**src/rtl/axsc_pkg.sv**
```systemverilog
// package of offsets, fields and timing constants for the auxiliary control register bank
package axsc_pkg;
  // ----------------------------------------
  // register offsets (byte address = 4 * index)
  // ----------------------------------------
  localparam logic [7:0] AXSC_IDX_OPERAND = 8'hF0;
  localparam logic [7:0] AXSC_IDX_SUM_LOW = 8'hF1;
  localparam logic [7:0] AXSC_IDX_SUM_HIGH = 8'hF2;
  localparam logic [7:0] AXSC_IDX_SUM_IN = 8'hF3;
  localparam logic [7:0] AXSC_IDX_REF_TRIM = 8'hF5;
  localparam logic [7:0] AXSC_IDX_OSC_TRIM = 8'hF6;
  localparam logic [7:0] AXSC_IDX_CTRL_TWO = 8'hF7;
  localparam logic [7:0] AXSC_IDX_CTRL_ONE = 8'hF8;
  localparam logic [7:0] AXSC_IDX_CFG_HIGH = 8'hF9;
  localparam logic [7:0] AXSC_IDX_CHAN_SEL = 8'hFA;
  localparam logic [7:0] AXSC_IDX_STATUS = 8'hFB;
  localparam int AXSC_ADDR_W = 10;
  // ----------------------------------------
  // reset values
  // ----------------------------------------
  localparam logic [7:0] AXSC_RST_OPERAND = 8'h00;
  localparam logic [7:0] AXSC_RST_SUM = 8'hFF;
  localparam logic [1:0] AXSC_RST_PROG_WD = 2'h3;
  localparam logic [1:0] AXSC_RST_WD_MODE = 2'h0;
  localparam logic [3:0] AXSC_RST_REF_TRIM = 4'h0;
  localparam logic [6:0] AXSC_RST_OSC_TRIM = 7'h40;
  localparam logic [7:0] AXSC_RST_CFG_HIGH = 8'h00;
  // ----------------------------------------
  // field positions
  // ----------------------------------------
  localparam int AXSC_C1_WD_RESTART = 7;
  localparam int AXSC_C1_SLOW_CLEAR = 6;
  localparam int AXSC_C1_TOUCH = 5;
  localparam int AXSC_C1_CONV = 4;
  localparam int AXSC_C1_PWM_HOLD = 3;
  localparam int AXSC_C1_CNT2_SRC = 2;
  localparam int AXSC_C1_CNT1_SRC = 1;
  localparam int AXSC_C1_PTR_SEL = 0;
  localparam int AXSC_C2_WD_HI = 7;
  localparam int AXSC_C2_WD_LO = 6;
  localparam int AXSC_C2_PWR_SAVE = 5;
  localparam int AXSC_C2_REF_OUT = 4;
  localparam int AXSC_C2_PWD_HI = 2;
  localparam int AXSC_C2_PWD_LO = 1;
  localparam int AXSC_C2_LVR_OFF = 0;
  localparam int AXSC_CH_PROTECT = 7;
  localparam int AXSC_CH_XRESET = 6;
  localparam int AXSC_CH_LVL_HI = 5;
  localparam int AXSC_CH_LVL_LO = 3;
  localparam int AXSC_CH_TABLE_LOCK = 1;
  localparam logic [3:0] AXSC_REF_CHANNEL = 4'hB;
  // ----------------------------------------
  // watchdog and timing
  // ----------------------------------------
  localparam logic [1:0] AXSC_WD_RUN_ONLY = 2'h2;
  localparam logic [1:0] AXSC_WD_ALWAYS = 2'h3;
  localparam logic [1:0] AXSC_PWD_OFF = 2'h0;
  localparam logic [1:0] AXSC_PWD_SHORT = 2'h1;
  localparam logic [1:0] AXSC_PWD_MID = 2'h2;
  localparam int AXSC_CLK_HZ = 20_000_000;
  localparam int AXSC_PWD_SHORT_US = 900;
  localparam int AXSC_PWD_MID_US = 3600;
  localparam int AXSC_PWD_LONG_US = 7200;
  localparam int AXSC_PWD_SHORT_CYC = AXSC_PWD_SHORT_US * (AXSC_CLK_HZ / 1_000_000);
  localparam int AXSC_PWD_MID_CYC = AXSC_PWD_MID_US * (AXSC_CLK_HZ / 1_000_000);
  localparam int AXSC_PWD_LONG_CYC = AXSC_PWD_LONG_US * (AXSC_CLK_HZ / 1_000_000);
  localparam int AXSC_SLOW_DIV = 16;
  localparam logic [15:0] AXSC_SUM_POLY = 16'h1021;
endpackage

```
**src/rtl/axsc_prog_watchdog.sv**
```systemverilog
// programming watchdog timer with selectable timeout
`timescale 1ns/100ps
module axsc_prog_watchdog #(
  parameter int SHORT_CYC = axsc_pkg::AXSC_PWD_SHORT_CYC,
  parameter int MID_CYC = axsc_pkg::AXSC_PWD_MID_CYC,
  parameter int LONG_CYC = axsc_pkg::AXSC_PWD_LONG_CYC
) (
  input wire logic sys_clk,
  input wire logic rst_n,
  input wire logic [1:0] sel,
  input wire logic busy,
  output logic timeout
);
  logic [17:0] count_reg;
  logic [17:0] limit;

  // timeout length from the select code
  always_comb begin
    unique case (sel)
      axsc_pkg::AXSC_PWD_SHORT: limit = 18'(SHORT_CYC);
      axsc_pkg::AXSC_PWD_MID: limit = 18'(MID_CYC);
      default: limit = 18'(LONG_CYC);
    endcase
  end

  // counts while a program write is busy, flags timeout at limit
  always_ff @(posedge sys_clk) begin
    if (!rst_n || !busy || sel == axsc_pkg::AXSC_PWD_OFF) begin
      count_reg <= 18'h00000;
      timeout <= 1'b0;
    end else if (count_reg >= limit - 18'h00001) begin
      timeout <= 1'b1;
    end else begin
      count_reg <= count_reg + 18'h00001;
    end
  end
endmodule

```
**src/rtl/axsc_regs.sv**
```systemverilog
// auxiliary system control register bank with avalon-mm slave
`timescale 1ns/100ps
module axsc_regs #(
  parameter int SHORT_CYC = axsc_pkg::AXSC_PWD_SHORT_CYC,
  parameter int MID_CYC = axsc_pkg::AXSC_PWD_MID_CYC,
  parameter int LONG_CYC = axsc_pkg::AXSC_PWD_LONG_CYC,
  parameter int SLOW_DIV = axsc_pkg::AXSC_SLOW_DIV
) (
  input wire logic sys_clk,
  input wire logic rst_n,
  input wire logic [axsc_pkg::AXSC_ADDR_W-1:0] avs_address,
  input wire logic avs_read,
  input wire logic avs_write,
  input wire logic [31:0] avs_writedata,
  input wire logic [3:0] avs_byteenable,
  output logic [31:0] avs_readdata,
  output logic avs_waitrequest,
  input wire logic run_mode,
  input wire logic prog_busy,
  input wire logic touch_done,
  input wire logic conv_done,
  input wire logic counter_two_pin,
  input wire logic counter_one_pin,
  input wire logic slow_clk_tick,
  output logic prog_timeout,
  output logic watchdog_enable,
  output logic watchdog_restart,
  output logic slow_timer_clear,
  output logic touch_start,
  output logic converter_start,
  output logic pwm_hold,
  output logic counter_two_tick,
  output logic counter_one_tick,
  output logic reference_pin_out,
  output logic [2:0] brownout_level_sel,
  output logic code_readout_lock,
  output logic ext_pin_reset_en,
  output logic table_read_lock,
  output logic [6:0] osc_freq_adjust,
  output logic [3:0] reference_trim_value
);
  // ----------------------------------------
  // storage
  // ----------------------------------------
  logic [7:0] operand_reg;
  logic [15:0] checksum_reg;
  logic [3:0] ref_trim_reg;
  logic [6:0] osc_trim_reg;
  logic [7:0] ctrl_one_reg;
  logic [7:0] ctrl_two_reg;
  logic [7:0] cfg_high_reg;
  logic [3:0] chan_sel_reg;
  logic [3:0] slow_div_reg;
  logic slow_tick_reg;
  logic ack_reg;
  logic wr_en;
  logic rd_en;
  logic [7:0] idx;
  logic [7:0] wbyte;
  logic [7:0] rbyte;
  logic [15:0] checksum_next;
  logic slow_div16;

  // byte-lane-0 write helper
  function automatic logic [7:0] axsc_merge(input logic [7:0] old_val, input logic [7:0] new_val,
                                            input logic lane);
    axsc_merge = lane ? new_val : old_val;
  endfunction

  // one checksum step for a whole byte
  function automatic logic [15:0] axsc_fold(input logic [15:0] crc, input logic [7:0] data);
    logic [15:0] c;
    c = crc ^ {data, 8'h00};
    for (int i = 0; i < 8; i++) begin
      c = c[15] ? ((c << 1) ^ axsc_pkg::AXSC_SUM_POLY) : (c << 1);
    end
    axsc_fold = c;
  endfunction

  // ----------------------------------------
  // avalon-mm slave
  // ----------------------------------------
  // every access takes one wait cycle, then completes
  assign avs_waitrequest = (avs_read || avs_write) && !ack_reg;
  assign idx = avs_address[axsc_pkg::AXSC_ADDR_W-1:2];
  assign wbyte = avs_writedata[7:0];
  assign wr_en = avs_write && ack_reg && avs_byteenable[0];
  assign rd_en = avs_read && !ack_reg;

  // ack toggles so each request sees one wait cycle
  always_ff @(posedge sys_clk) begin
    if (!rst_n) begin
      ack_reg <= 1'b0;
    end else begin
      ack_reg <= (avs_read || avs_write) && !ack_reg;
    end
  end

  // read mux; unmapped and write-only read zero
  always_comb begin
    unique case (idx)
      axsc_pkg::AXSC_IDX_OPERAND: rbyte = operand_reg;
      axsc_pkg::AXSC_IDX_SUM_LOW: rbyte = checksum_reg[7:0];
      axsc_pkg::AXSC_IDX_SUM_HIGH: rbyte = checksum_reg[15:8];
      axsc_pkg::AXSC_IDX_REF_TRIM: rbyte = {4'h0, ref_trim_reg};
      axsc_pkg::AXSC_IDX_OSC_TRIM: rbyte = {1'b0, osc_trim_reg};
      axsc_pkg::AXSC_IDX_CTRL_TWO: rbyte = ctrl_two_reg;
      axsc_pkg::AXSC_IDX_CTRL_ONE: rbyte = ctrl_one_reg;
      axsc_pkg::AXSC_IDX_CFG_HIGH: rbyte = cfg_high_reg;
      axsc_pkg::AXSC_IDX_CHAN_SEL: rbyte = {4'h0, chan_sel_reg};
      axsc_pkg::AXSC_IDX_STATUS: rbyte = {7'h00, prog_timeout};
      default: rbyte = 8'h00;
    endcase
  end

  // read data registered, valid when waitrequest drops
  always_ff @(posedge sys_clk) begin
    if (!rst_n) begin
      avs_readdata <= 32'h00000000;
    end else if (rd_en) begin
      avs_readdata <= {24'h000000, rbyte};
    end
  end

  // ----------------------------------------
  // plain data registers
  // ----------------------------------------
  // second operand and channel select
  always_ff @(posedge sys_clk) begin
    if (!rst_n) begin
      operand_reg <= axsc_pkg::AXSC_RST_OPERAND;
      chan_sel_reg <= 4'h0;
    end else if (wr_en && idx == axsc_pkg::AXSC_IDX_OPERAND) begin
      operand_reg <= wbyte;
    end else if (wr_en && idx == axsc_pkg::AXSC_IDX_CHAN_SEL) begin
      chan_sel_reg <= wbyte[3:0];
    end
  end

  // trims and configuration word
  always_ff @(posedge sys_clk) begin
    if (!rst_n) begin
      ref_trim_reg <= axsc_pkg::AXSC_RST_REF_TRIM;
      osc_trim_reg <= axsc_pkg::AXSC_RST_OSC_TRIM;
      cfg_high_reg <= axsc_pkg::AXSC_RST_CFG_HIGH;
    end else if (wr_en) begin
      if (idx == axsc_pkg::AXSC_IDX_REF_TRIM) begin
        ref_trim_reg <= wbyte[3:0];
      end
      if (idx == axsc_pkg::AXSC_IDX_OSC_TRIM) begin
        osc_trim_reg <= wbyte[6:0];
      end
      if (idx == axsc_pkg::AXSC_IDX_CFG_HIGH) begin
        cfg_high_reg <= axsc_merge(cfg_high_reg, wbyte, 1'b1);
      end
    end
  end

  // ----------------------------------------
  // checksum
  // ----------------------------------------
  assign checksum_next = axsc_fold(checksum_reg, wbyte);

  // preload either byte, or fold an input byte in
  always_ff @(posedge sys_clk) begin
    if (!rst_n) begin
      checksum_reg <= {axsc_pkg::AXSC_RST_SUM, axsc_pkg::AXSC_RST_SUM};
    end else if (wr_en) begin
      unique case (idx)
        axsc_pkg::AXSC_IDX_SUM_LOW: checksum_reg[7:0] <= wbyte;
        axsc_pkg::AXSC_IDX_SUM_HIGH: checksum_reg[15:8] <= wbyte;
        axsc_pkg::AXSC_IDX_SUM_IN: checksum_reg <= checksum_next;
        default: checksum_reg <= checksum_reg;
      endcase
    end
  end

  // ----------------------------------------
  // control register two
  // ----------------------------------------
  // bit 3 reserved and kept zero
  always_ff @(posedge sys_clk) begin
    if (!rst_n) begin
      ctrl_two_reg <= {axsc_pkg::AXSC_RST_WD_MODE, 3'h0, axsc_pkg::AXSC_RST_PROG_WD, 1'b0};
    end else if (wr_en && idx == axsc_pkg::AXSC_IDX_CTRL_TWO) begin
      ctrl_two_reg <= {wbyte[7:4], 1'b0, wbyte[2:0]};
    end
  end

  // ----------------------------------------
  // control register one
  // ----------------------------------------
  // pulse bits self-clear; a same-cycle write to control one wins over hardware done
  always_ff @(posedge sys_clk) begin
    if (!rst_n) begin
      ctrl_one_reg <= 8'h00;
    end else if (wr_en && idx == axsc_pkg::AXSC_IDX_CTRL_ONE) begin
      ctrl_one_reg <= wbyte;
    end else begin
      ctrl_one_reg[axsc_pkg::AXSC_C1_WD_RESTART] <= 1'b0;
      ctrl_one_reg[axsc_pkg::AXSC_C1_SLOW_CLEAR] <= 1'b0;
      if (touch_done) begin
        ctrl_one_reg[axsc_pkg::AXSC_C1_TOUCH] <= 1'b0;
      end
      if (conv_done) begin
        ctrl_one_reg[axsc_pkg::AXSC_C1_CONV] <= 1'b0;
      end
    end
  end

  // ----------------------------------------
  // slow clock divider for counter inputs
  // ----------------------------------------
  assign slow_div16 = slow_clk_tick && (slow_div_reg == 4'(SLOW_DIV - 1));

  // one tick out of sixteen slow ticks
  always_ff @(posedge sys_clk) begin
    if (!rst_n) begin
      slow_div_reg <= 4'h0;
      slow_tick_reg <= 1'b0;
    end else begin
      slow_tick_reg <= slow_div16;
      if (slow_clk_tick) begin
        slow_div_reg <= slow_div16 ? 4'h0 : slow_div_reg + 4'h1;
      end
    end
  end

  // ----------------------------------------
  // outputs
  // ----------------------------------------
  // watchdog mode decode
  always_comb begin
    unique case (ctrl_two_reg[axsc_pkg::AXSC_C2_WD_HI:axsc_pkg::AXSC_C2_WD_LO])
      axsc_pkg::AXSC_WD_ALWAYS: watchdog_enable = 1'b1;
      axsc_pkg::AXSC_WD_RUN_ONLY: watchdog_enable = run_mode;
      default: watchdog_enable = 1'b0;
    endcase
  end

  assign watchdog_restart = ctrl_one_reg[axsc_pkg::AXSC_C1_WD_RESTART];
  assign slow_timer_clear = ctrl_one_reg[axsc_pkg::AXSC_C1_SLOW_CLEAR];
  assign touch_start = ctrl_one_reg[axsc_pkg::AXSC_C1_TOUCH];
  assign converter_start = ctrl_one_reg[axsc_pkg::AXSC_C1_CONV];
  assign pwm_hold = ctrl_one_reg[axsc_pkg::AXSC_C1_PWM_HOLD];
  // counter source selects
  assign counter_two_tick = ctrl_one_reg[axsc_pkg::AXSC_C1_CNT2_SRC] ? slow_tick_reg : counter_two_pin;
  assign counter_one_tick = ctrl_one_reg[axsc_pkg::AXSC_C1_CNT1_SRC] ? slow_tick_reg : counter_one_pin;
  // reference output only on the matching channel
  assign reference_pin_out = ctrl_two_reg[axsc_pkg::AXSC_C2_REF_OUT]
                             && (chan_sel_reg == axsc_pkg::AXSC_REF_CHANNEL);
  // configuration word fields
  assign brownout_level_sel = cfg_high_reg[axsc_pkg::AXSC_CH_LVL_HI:axsc_pkg::AXSC_CH_LVL_LO];
  assign code_readout_lock = cfg_high_reg[axsc_pkg::AXSC_CH_PROTECT];
  assign ext_pin_reset_en = cfg_high_reg[axsc_pkg::AXSC_CH_XRESET];
  assign table_read_lock = cfg_high_reg[axsc_pkg::AXSC_CH_TABLE_LOCK];
  assign osc_freq_adjust = osc_trim_reg;
  assign reference_trim_value = ref_trim_reg;

  // ----------------------------------------
  // programming watchdog
  // ----------------------------------------
  axsc_prog_watchdog #(
    .SHORT_CYC(SHORT_CYC),
    .MID_CYC(MID_CYC),
    .LONG_CYC(LONG_CYC)
  ) u_prog_wd (
    .sys_clk(sys_clk),
    .rst_n(rst_n),
    .sel(ctrl_two_reg[axsc_pkg::AXSC_C2_PWD_HI:axsc_pkg::AXSC_C2_PWD_LO]),
    .busy(prog_busy),
    .timeout(prog_timeout)
  );
endmodule

```
**config.mk**
```make
export PLATFORM = sky130hd
export DESIGN_NAME = axsc_regs
export DESIGN_NICKNAME = d
export VERILOG_FILES = /design/src/rtl/axsc_pkg.sv /design/src/rtl/axsc_prog_watchdog.sv /design/src/rtl/axsc_regs.sv
export SDC_FILE = /design/constraint.sdc
export NUM_CORES = 1
export LEC_CHECK = 0
export BUFFER_PORTS_ARGS = -buffer_cell sky130_fd_sc_hd__buf_2
export CORE_UTILIZATION = 47
export DETAILED_ROUTE_END_ITERATION = 7
export GPL_TIMING_DRIVEN = 0
export PLACE_DENSITY = 0.78
export SYNTH_ARGS = -nofsm -noshare
export SYNTH_HDL_FRONTEND = slang
export SYNTH_SLANG_ARGS = --single-unit
```
**constraint.sdc**
```tcl
create_clock -name sys_clk -period 2.9 [get_ports sys_clk]
set_input_delay 0 -clock sys_clk [delete_from_list [all_inputs] [get_ports sys_clk]]
set_output_delay 0 -clock sys_clk [all_outputs]
set_load 0.03 [all_outputs]
```
==> flow_summary_export.csv, run 1 <==
group,metric,value,unit
placement,place_congestion,0.966,
power_and_ir_drop,power_frac_clock,44.3,%
worst_setup_path,cp_max_fo,4,
floorplan,io_pins,117,
power_and_ir_drop,seqPwrFrac,46.1,%
synth,synth_cell_types,56,
sta,maxSlewHeadroom,30.6,%
synth,ys_ff_latch,95,
final_layout,drive_gt1_share,18.7,%
floorplan,dieArea,12100,um^2
power_and_ir_drop,pwr-share-comb,9.6,%
sta,finalCriticalPeriod,2.82,ns
synth,synth_top_area_share,34.8,%
global_routing,grt_pass1_wl,23300,um
power_and_ir_drop,switching_power,0.000692,W
drt,routedWlPerCell,17.1,um
run,max_cap_viol_count,0,
drt,drtAntennaViolNets,0,
floorplan,rows,39,
floorplan,die_h,110,um
global_routing,antenna_found_initial,0,
final_layout,area_growth,17.1,%
sta,slew_violations,0,
sta,fin_hold_ws,-0.00511,ns
status,violations,"negative hold slack",
clock_network,clkLatencyLatePin,0.35,ns
final_layout,antenna_cells,0,
drt,drtIter0Drc,285,
sta,setup_viol,0,
hold_path,worstHoldPathCells,3,
final_layout,n_fill_cell,1053,
worst_setup_path,reg2reg_from,"ctrl_two_reg[1]$_SDFFE_PN1P_",
global_routing,grt_max_degree,16,
placement,place_area,6000,um^2
worst_setup_path,path_class,"reg2reg",
worst_setup_path,worstPathArrival,3.09,ns
global_routing,overflow,0,
hold_path,holdCritStartpoint,"avs_writedata[4]",
power_and_ir_drop,p_leak,2.54,nW
power_and_ir_drop,ir_drop,0.000420,V
synth,yosysTopAreaCell,"dfxtp_1",
floorplan,die_w,110,um
synth,avgSynthCellArea,8.57,um^2
floorplan,coreArea,11400,um^2
clock_network,cts_sinks,95,
sta,hold_viol_final,1,
worst_setup_path,r2r_cells,11,
floorplan,start_util,48.1,%
synth,netlist_area,5470,um^2
power_and_ir_drop,swShare,24.3,%
synth,synth-async-reset-ratio,0,%
final_layout,fin_area,6400,um^2
drt,finalWirelength,15100,um
synth,synth_cells,638,
drt,vias,4893,
sta,finalClockSkew,0.00513,ns
clock_network,cts_root_buffer,"clkbuf_16",
sta,clock.fmax,354,MHz
global_routing,grt_pass1_vias,4585,
sta,post-route-period-util,97.3,%
hold_path,hold_class,"in2reg",
clock_network,cts_tree,"yes",
synth,synth.area.top_cells,"dfxtp_1 (35%), mux2i_1 (7.3%), nand2_1 (4.9%)",
clock_network,htreeDepth,3,
synth,synth_edf_count,0,
final_layout,final_cell_count_no_fill,882,
worst_setup_path,r2r_setup_slack,0.08,ns
synth,synth_ff_type,"dfxtp_1",
worst_setup_path,reg2reg_to,"u_prog_wd.count_reg[12]$_SDFFE_PP0N_",
status,status,"finished with violations",
placement,hpwlAfterDp,11000,um
worst_setup_path,cp-end-kind,"flip-flop",
drt,routed_via_density,5.55,
global_routing,grt.total_usage,25.9,%
final_layout,largest_register_ffs,18,
power_and_ir_drop,internal_power,0.00216,W
placement,numPlacedInstances,858,
clock_network,clkTransAtPathRegs,0.07,ns
worst_setup_path,cp-start-kind,"flip-flop",
final_layout,nNetsFinal,812,
synth,ys_warn_count,0,
sta,worst_slew_pin_slew,1.03,ns
clock_network,clock_path_buffers,2,
synth,yosysSeqAreaShare,34.8,%
drt,first_pass_iters,5,
worst_setup_path,cp.required,3.17,ns
drt,drc,0,
clock_network,cts_made_buffers,9,
placement,io_buffer_count,54,
power_and_ir_drop,power_density,445,nW/um^2
hold_path,hold_end,"ctrl_one_reg[4]$_SDFFE_PN0P_",
## worst max-delay path by stage
stage | startpoint | to | slack (ns) | cells after the start
after global routing | ctrl_two_reg[1]$_SDFFE_PN1P_ | u_prog_wd.count_reg[14]$_SDFFE_PP0N_ | -0.03 | 11
after floorplan | ctrl_two_reg[1]$_SDFFE_PN1P_ | u_prog_wd.count_reg[14]$_SDFFE_PP0N_ | 0.32 | 11
after CTS | ctrl_two_reg[1]$_SDFFE_PN1P_ | u_prog_wd.count_reg[14]$_SDFFE_PP0N_ | 0.04 | 11
after global placement | ctrl_two_reg[1]$_SDFFE_PN1P_ | u_prog_wd.count_reg[14]$_SDFFE_PP0N_ | 0.09 | 11
after detailed placement | ctrl_two_reg[1]$_SDFFE_PN1P_ | u_prog_wd.count_reg[14]$_SDFFE_PP0N_ | 0.004 | 11
final | ctrl_two_reg[1]$_SDFFE_PN1P_ | u_prog_wd.count_reg[12]$_SDFFE_PP0N_ | 0.08 | 11
## metrics by stage
step / worst slack (ns) / power (W) / setup TNS, ns / utilization [%]
finish: 0.0773 / 0.00285 / 0 / 56.3
global route: -0.0255 / 0.00294 / -0.0356 / 56.3
CTS: 0.0354 / 0.00286 / 0 / 55.9
detailed placement: 0.00417 / 0.00161 / 0 / 52.8
global placement: 0.0911 / 0.00161 / 0 / 52.8
floorplan: 0.324 / 0.00155 / 0 / -
## repair_timing
action,4_1_cts,5_1_grt
gates resized for setup,0,4
endpoints found under the setup margin,6,14
pin swaps,1,3
endpoints found under the hold margin,4,0
hold buffers,3,0
setup buffers,1,4
## Yosys cell counts (all sizes together), types with 3 or more instances
master and n:
nor2 44, a221oi 3, o31ai 9, mux2 8, ha 21, or3 10
or4 7, nor3 12, xnor2 27, inv 7, mux2i 40, a22oi 6
nand2 72, nor2b 28, nand2b 4, and2 4, o22ai 3, nand4 11
nand3 22, and3 3, xor2 16, dfxtp 95, o211ai 17, buf 41
a21boi 21, nand3b 4, clkbuf 27, a21oi 32, o21ai 20
## area by class of cell
class	instances	area, um^2	share of cell area (%)
well taps	143	179	2.80
plain buffers	68	378	5.90
flip-flops and latches	95	1900	29.7
inverters	7	26.3	0.410
repair buffers	62	338	5.28
clock inverters	7	87.6	1.37
multi-input cells	491	3260	51.0
clock buffers	9	225	3.52
## power by group through the flow
stage / combinational (W) / clock, W / sequential (W)
floorplan: 0.000203 / 0 / 0.00134
global placement: 0.000262 / 0 / 0.00134
detailed placement: 0.000266 / 0 / 0.00134
CTS: 0.000270 / 0.00128 / 0.00131
global route: 0.000295 / 0.00133 / 0.00131
finish: 0.000273 / 0.00126 / 0.00131
## layer usage
| layer | part of all wire (%) | global-route usage, % |
|---|---|---|
| met1 | 42 | 31.0 |
| met3 | 8.1 | 6.94 |
| met4 | 1.9 | 9.62 |
| met2 | 48 | 44.2 |
| met5 | 0 | 0 |
## cells by family after synthesis
kind of cell / after synthesis / share of synthesized area (%)
simple gates: 229 / 21.2
fa+ha+maj: 21 / 4.81
mux: 49 / 9.39
buf+inv: 75 / 7.39
flops: 95 / 34.8
compound gates: 123 / 14.9
other cells: 2 / 0.137
xor+xnor: 44 / 7.30
## cells in the final DEF (no fill, tap or decap), types with 4 or more instances in the layout
cell type,n
nor2_1,43
or4_1,7
nand3_1,21
ha_1,20
clkbuf_16,9
buf_4,32
a21oi_1,31
buf_2,65
nand2_1,72
a21boi_0,20
xnor2_1,27
mux2_2,8
conb_1,25
dfxtp_1,93
mux2i_1,40
nor2b_1,28
nor3_1,8
or3_1,10
inv_1,7
o211ai_1,17
clkinv_2,4
o31ai_1,8
xor2_1,16
and2_1,4
clkbuf_1,27
o21ai_0,20
a22oi_1,5
nand4_1,11
nand2b_1,4
nand3b_1,4
## critical path, stage by stage, from the launching register on
cell and delay [ns]:
dfxtp_2 0.37, inv_1 0.12, ha_4 0.27, nand2b_1 0.14, ha_1 0.30, nand3_1 0.09, a21oi_1 0.05, o31ai_2 0.41
nand3_2 0.15, buf_4 0.17, or4_1 0.49, a21oi_1 0.17
Note: power is estimated with default switching activity, not from simulation.
==> inputs of run 2 (changes only) <==
Settings changed: PLACE_DENSITY 0.78 to default, PLACE_DENSITY_LB_ADDON from default to 0.25, TNS_END_PERCENT from default to 30.
==> run 2 against run 1 <==
Routed wire length decreased by 2.0%. Sequential cell count did not move. Clock power down 9%. Global-route usage decreased by 0.18 points. Clock skew increased by 0.0019 ns. Utilization shrank 0.44 points. Worst hold slack better by 0.015 ns. Register-to-register slack worse by 0.05 ns. The flow now finishes without violations.
==> flow_summary_export.csv, run 2 (synthesis results as in run 1) <==
group,metric,value,unit
status,status,"complete, no violations",
sta,setup_viol,0,
global_routing,overflow,0,
clock_network,cts_sinks,95,
placement,place_congestion,0.929,
drt,vias,4899,
sta,fin_ws,0.0307,ns
sta,rsz0062_at_grt,"yes",
sta,finalCriticalPeriod,2.87,ns
final_layout,antenna_cells,0,
floorplan,dieArea,12100,um^2
clock_network,cts_made_buffers,9,
worst_setup_path,cp.required,3.18,ns
worst_setup_path,crit_slowest_cell,"or4_1",
final_layout,drive_gt1_share,18.5,%
placement,io_buffer_count,54,
drt,first_pass_iters,5,
placement,place_area,6000,um^2
global_routing,grt_pass1_vias,4431,
global_routing,grt_max_degree,16,
sta,slew_violations,0,
drt,routedWlPerCell,16.8,um
worst_setup_path,crit_buf_inv,2,
placement,dp_slack,-0.0429,ns
placement,hpwlAfterDp,11000,um
power_and_ir_drop,ir_drop,0.000403,V
clock_network,cts_tree,"yes",
worst_setup_path,crit_family,"simple AND/OR/NAND/NOR gates",
floorplan,die_h,110,um
worst_setup_path,worstPathArrival,3.14,ns
floorplan,die_w,110,um
final_layout,final_util,55.9,%
clock_network,htreeDepth,3,
worst_setup_path,cp-end-kind,"flip-flop",
clock_network,clkTransAtPathRegs,0.07,ns
final_layout,nNetsFinal,810,
sta,fin_hold_ws,0.0103,ns
floorplan,io_pins,117,
drt,drtIter0Drc,453,
floorplan,start_util,48.1,%
global_routing,grt_pass1_wl,23200,um
worst_setup_path,cp_max_fo,10,
sta,post-route-period-util,98.9,%
sta,hold_viol_final,0,
sta,worst_slew_pin_slew,1.14,ns
power_and_ir_drop,power_density,431,nW/um^2
clock_network,cts_root_buffer,"clkbuf_16",
worst_setup_path,cp-start-kind,"flip-flop",
drt,finalWirelength,14800,um
sta,finalSetupTns,0,ns
final_layout,area_growth,16.2,%
global_routing,grt.total_usage,25.7,%
drt,drtAntennaViolNets,0,
worst_setup_path,critPathMaxStageDelay,0.48,ns
final_layout,mostFrequentLayoutCells,"dfxtp_1 (93), nand2_1 (72), buf_2 (65)",
run,max_cap_viol_count,0,
sta,maxSlewHeadroom,23.2,%
sta,clock.fmax,349,MHz
final_layout,final_common_cell,"dfxtp_1",
sta,finalClockSkew,0.00707,ns
power_and_ir_drop,p_leak,2.52,nW
global_routing,antenna_found_initial,0,
floorplan,coreArea,11400,um^2
worst_setup_path,path_cells,"inv_1 -> ha_1 -> nand2b_1 -> ha_1 -> nand3_1 -> a21oi_1 -> o31ai_2 -> nand3_2 -> buf_6 -> or4_1 -> a21oi_1",
hold_path,hold_class,"in2reg",
worst_setup_path,path_class,"reg2reg",
drt,routed_via_density,5.57,
final_layout,fin_area,6350,um^2
clock_network,clkLatencyLatePin,0.35,ns
final_layout,largest_register_ffs,18,
drt,drc,0,
final_layout,n_fill_cell,1070,
clock_network,clock_path_buffers,2,
floorplan,rows,39,
run 2: cell types whose count changed in the layout (fill, tap and decap cells not counted):
| cell | delta |
|---|---|
| buf_4 | -2 |
| bufinv_16 | -2 |
| clkbuf_8 | +2 |
| clkinv_2 | -2 |
| clkinvlp_4 | +2 |
| ha_1 | +1 |
| ha_4 | -1 |
| o31ai_1 | -1 |
| o31ai_2 | +1 |
run 2: path summary, 6_finish.rpt:
path                                                    from                                    to  slack [ns]  cells past startpoint
worst max-delay path            ctrl_two_reg[1]$_SDFFE_PN1P_   u_prog_wd.count_reg[8]$_SDFFE_PP0N_        0.03                     11
worst min-delay path                               prog_busy  u_prog_wd.count_reg[10]$_SDFFE_PP0N_        0.01                      5
worst max register to register  ctrl_two_reg[1]$_SDFFE_PN1P_   u_prog_wd.count_reg[8]$_SDFFE_PP0N_        0.03                     11
worst min register to register  avs_readdata[2]$_SDFFE_PN0P_          avs_readdata[2]$_SDFFE_PN0P_        0.45                      2
run 2: worst min-delay path, cell delays in order:
cell,delay (ns)
buf_2,0.09
nand2_1,0.07
nor2_1,0.04
o211ai_1,0.07
nand2_1,0.05
run 2: what timing repair did:
item,in CTS,in global routing
setup buffers,1,2
hold buffers,3,0
resized for setup,2,2
pin swaps,1,1
endpoints found under the hold margin,4,0
setup endpoints to repair,8,10
run 2: cell type report:
cell class                      instances  area [um^2]  area share [%]
Buffer                                 68          378            5.95
Clock buffer                           11          253            3.98
Clock inverter                          5         32.5           0.512
Inverter                                7         26.3           0.414
Multi-Input combinational cell        491         3260            51.3
Sequential cell                        95         1900            30.0
Tap cell                              143          179            2.82
Timing Repair Buffer                   60          323            5.08
run 2: power breakdown:
part	total (W)	switching, W	internal [W]
combinational	0.000274	0.000174	0.0000997
clock	0.00115	0.000523	0.000625
sequential	0.00131	0.00000492	0.00131
run 2: through the flow:
stage               power (W)  instances
detailed placement    0.00161        858
CTS                   0.00275        878
floorplan             0.00155        661
finish                0.00274        880
global placement      0.00161        858
global route          0.00282        880
run 2: routing by layer:
metal	track usage, %	wire length (um)	vias to the layer above
li1	-	-	2375
met1	35.9	6960	2319
met2	39.6	6600	188
met3	4.51	1010	17
met4	9.33	257	0
met5	0	0	-
==> inputs of run 3 (changes only) <==
Settings changed: CELL_PAD_IN_SITES_DETAIL_PLACEMENT from default to 0, CELL_PAD_IN_SITES_GLOBAL_PLACEMENT from default to 2, CORE_UTILIZATION 47 to 32.
==> run 3 against run 2 <==
Sequential share of layout area fell by 0.61 points. Via count fell by 2.8%. Non-clock buffer count decreased by 2. Utilization is 17 points lower. Power rose by 6.0%. Clock skew fell by 0.0018 ns. Global-route usage is 6.5 points lower. Worst setup slack improved by 0.14 ns. Count of clock-buffer cells in the layout unchanged. Fmax grew 5.2%.
==> flow_summary_export.csv, run 3 (synthesis results as in run 1) <==
group,metric,value,unit
worst_setup_path,crit_slowest_cell,"or4_1",
power_and_ir_drop,p_leak,2.53,nW
global_routing,grt_pass1_vias,4318,
status,status,"complete, no violations",
floorplan,coreArea,16600,um^2
drt,routed_via_density,4.99,
worst_setup_path,reg2reg_to,"u_prog_wd.count_reg[14]$_SDFFE_PP0N_",
placement,place_congestion,0.821,
worst_setup_path,cp-start-kind,"flip-flop",
global_routing,grt_max_degree,15,
power_and_ir_drop,ir_drop,0.000267,V
floorplan,die_h,133,um
drt,routedWlPerCell,17.3,um
worst_setup_path,reg2reg_from,"ctrl_two_reg[1]$_SDFFE_PN1P_",
floorplan,io_pins,117,
final_layout,n_fill_cell,1738,
sta,finalClockSkew,0.00524,ns
sta,worst_slew_pin_slew,1.15,ns
sta,finalCriticalPeriod,2.73,ns
global_routing,antenna_found_initial,0,
sta,hold_viol_final,0,
worst_setup_path,path_class,"reg2reg",
worst_setup_path,cp-end-kind,"flip-flop",
worst_setup_path,cp.required,3.18,ns
global_routing,grt.total_usage,19.2,%
floorplan,dieArea,17600,um^2
global_routing,overflow,0,
final_layout,largest_register_ffs,18,
worst_setup_path,worstPathArrival,3.01,ns
clock_network,clock_path_buffers,2,
floorplan,start_util,32.8,%
hold_path,hold_end,"ctrl_one_reg[4]$_SDFFE_PN0P_",
worst_setup_path,r2r_setup_slack,0.17,ns
final_layout,nNetsFinal,808,
final_layout,final_cell_count_no_fill,954,
placement,numPlacedInstances,935,
worst_setup_path,r2r_cells,11,
worst_setup_path,cp_max_fo,10,
sta,clock.fmax,366,MHz
final_layout,drive_gt1_share,18.1,%
clock_network,cts_root_buffer,"clkbuf_16",
clock_network,clkTransAtPathRegs,0.07,ns
run,max_cap_viol_count,0,
drt,first_pass_iters,5,
final_layout,antenna_cells,0,
clock_network,cts_sinks,95,
sta,setup_viol,0,
sta,slew_violations,0,
clock_network,clkLatencyLatePin,0.35,ns
final_layout,mostFrequentLayoutCells,"dfxtp_1 (93), nand2_1 (72), buf_2 (64)",
final_layout,area_growth,18.6,%
sta,fin_hold_ws,0.0159,ns
placement,hpwlAfterDp,12500,um
worst_setup_path,path_cells,"inv_1 -> ha_1 -> nand2b_1 -> ha_1 -> nand4_1 -> nor3_2 -> a22oi_2 -> nand3_2 -> buf_6 -> or4_1 -> a21oi_1",
final_layout,final_common_cell,"dfxtp_1",
drt,drtAntennaViolNets,0,
power_and_ir_drop,power_density,447,nW/um^2
worst_setup_path,critPathMaxStageDelay,0.50,ns
clock_network,htreeDepth,3,
drt,drtIter0Drc,250,
sta,post-route-period-util,94.1,%
drt,drc,0,
clock_network,cts_tree,"yes",
worst_setup_path,crit_family,"simple AND/OR/NAND/NOR gates",
drt,vias,4764,
hold_path,hold_class,"in2reg",
global_routing,grt_pass1_wl,25600,um
placement,io_buffer_count,54,
floorplan,die_w,133,um
hold_path,worstHoldPathCells,3,
sta,maxSlewHeadroom,22.9,%
worst_setup_path,crit_buf_inv,2,
drt,finalWirelength,16500,um
hold_path,holdCritStartpoint,"avs_writedata[4]",
worst_setup_path,timing.critical_path.mode_cell,"ha_1",
clock_network,cts_made_buffers,9,
floorplan,rows,47,
run 3: worst max-delay path by stage:
stage,start,endpoint,slack (ns),cells past startpoint
detailed placement,ctrl_two_reg[1]$_SDFFE_PN1P_,u_prog_wd.count_reg[1]$_SDFFE_PP0N_,-0.06,11
floorplan,ctrl_two_reg[1]$_SDFFE_PN1P_,u_prog_wd.count_reg[14]$_SDFFE_PP0N_,0.32,11
CTS,ctrl_two_reg[1]$_SDFFE_PN1P_,u_prog_wd.count_reg[14]$_SDFFE_PP0N_,0.02,11
finish,ctrl_two_reg[1]$_SDFFE_PN1P_,u_prog_wd.count_reg[14]$_SDFFE_PP0N_,0.17,11
global placement,ctrl_two_reg[1]$_SDFFE_PN1P_,u_prog_wd.count_reg[1]$_SDFFE_PP0N_,-0.02,11
global route,ctrl_two_reg[1]$_SDFFE_PN1P_,u_prog_wd.count_reg[14]$_SDFFE_PP0N_,-0.01,11
run 3: through the flow:
| stage | setup slack [ns] | total power, W | setup TNS, ns | instance area (um^2) | utilization (%) |
|---|---|---|---|---|---|
| 6_report | 0.171 | 0.00290 | 0 | 6480 | 39.0 |
| 4_1_cts | 0.0231 | 0.00293 | 0 | 6440 | 38.7 |
| 3_3_place_gp | -0.0218 | 0.00162 | -0.0231 | 6100 | 36.6 |
| 2_1_floorplan | 0.324 | 0.00155 | 0 | 5550 | - |
| 3_5_place_dp | -0.0554 | 0.00162 | -0.0554 | 6100 | 36.6 |
| 5_1_grt | -0.0108 | 0.00301 | -0.0108 | 6480 | 39.0 |
run 3: tightest hold or removal path: cells and delay by family:
| family | cells | cell delay, ns |
|---|---|---|
| buf+inv | 1 | 0.17 |
| compound gates | 1 | 0.06 |
| simple gates | 1 | 0.07 |
run 3: layout make-up:
| type | instances | area [um^2] | share of cell area (%) |
|---|---|---|---|
| Clock buffer | 11 | 243 | 3.74 |
| Tap cell | 220 | 275 | 4.25 |
| Inverter | 7 | 26.3 | 0.405 |
| Buffer | 68 | 380 | 5.87 |
| Timing Repair Buffer | 58 | 308 | 4.75 |
| Sequential cell | 95 | 1900 | 29.4 |
| Multi-Input combinational cell | 491 | 3280 | 50.5 |
| Clock inverter | 4 | 70.1 | 1.08 |
run 3: power breakdown:
group	switching (W)	leakage [nW]	internal (W)
sequential	0.00000506	0.766	0.00131
clock	0.000530	0.155	0.000773
combinational	0.000182	1.61	0.0000999
total	0.000717	2.53	0.00218
run 3: routing by layer:
metal	global-route usage (%)	vias up	routed length [um]	share of wire, %
met1	28.5	2226	8390	51
li1	-	2364	-	-
met3	4.64	18	1190	7.2
met5	0	-	0	0
met4	6.26	0	272	1.6
met2	26.8	156	6690	40
run 3: timing repair:
| action | CTS | global route |
|---|---|---|
| pin swaps | 1 | 1 |
| setup endpoints to repair | 4 | 15 |
| endpoints found under the hold margin | 3 | 0 |
| resized for setup | 1 | 7 |
| buffers inserted | 0 | 1 |
| hold buffers | 3 | 0 |
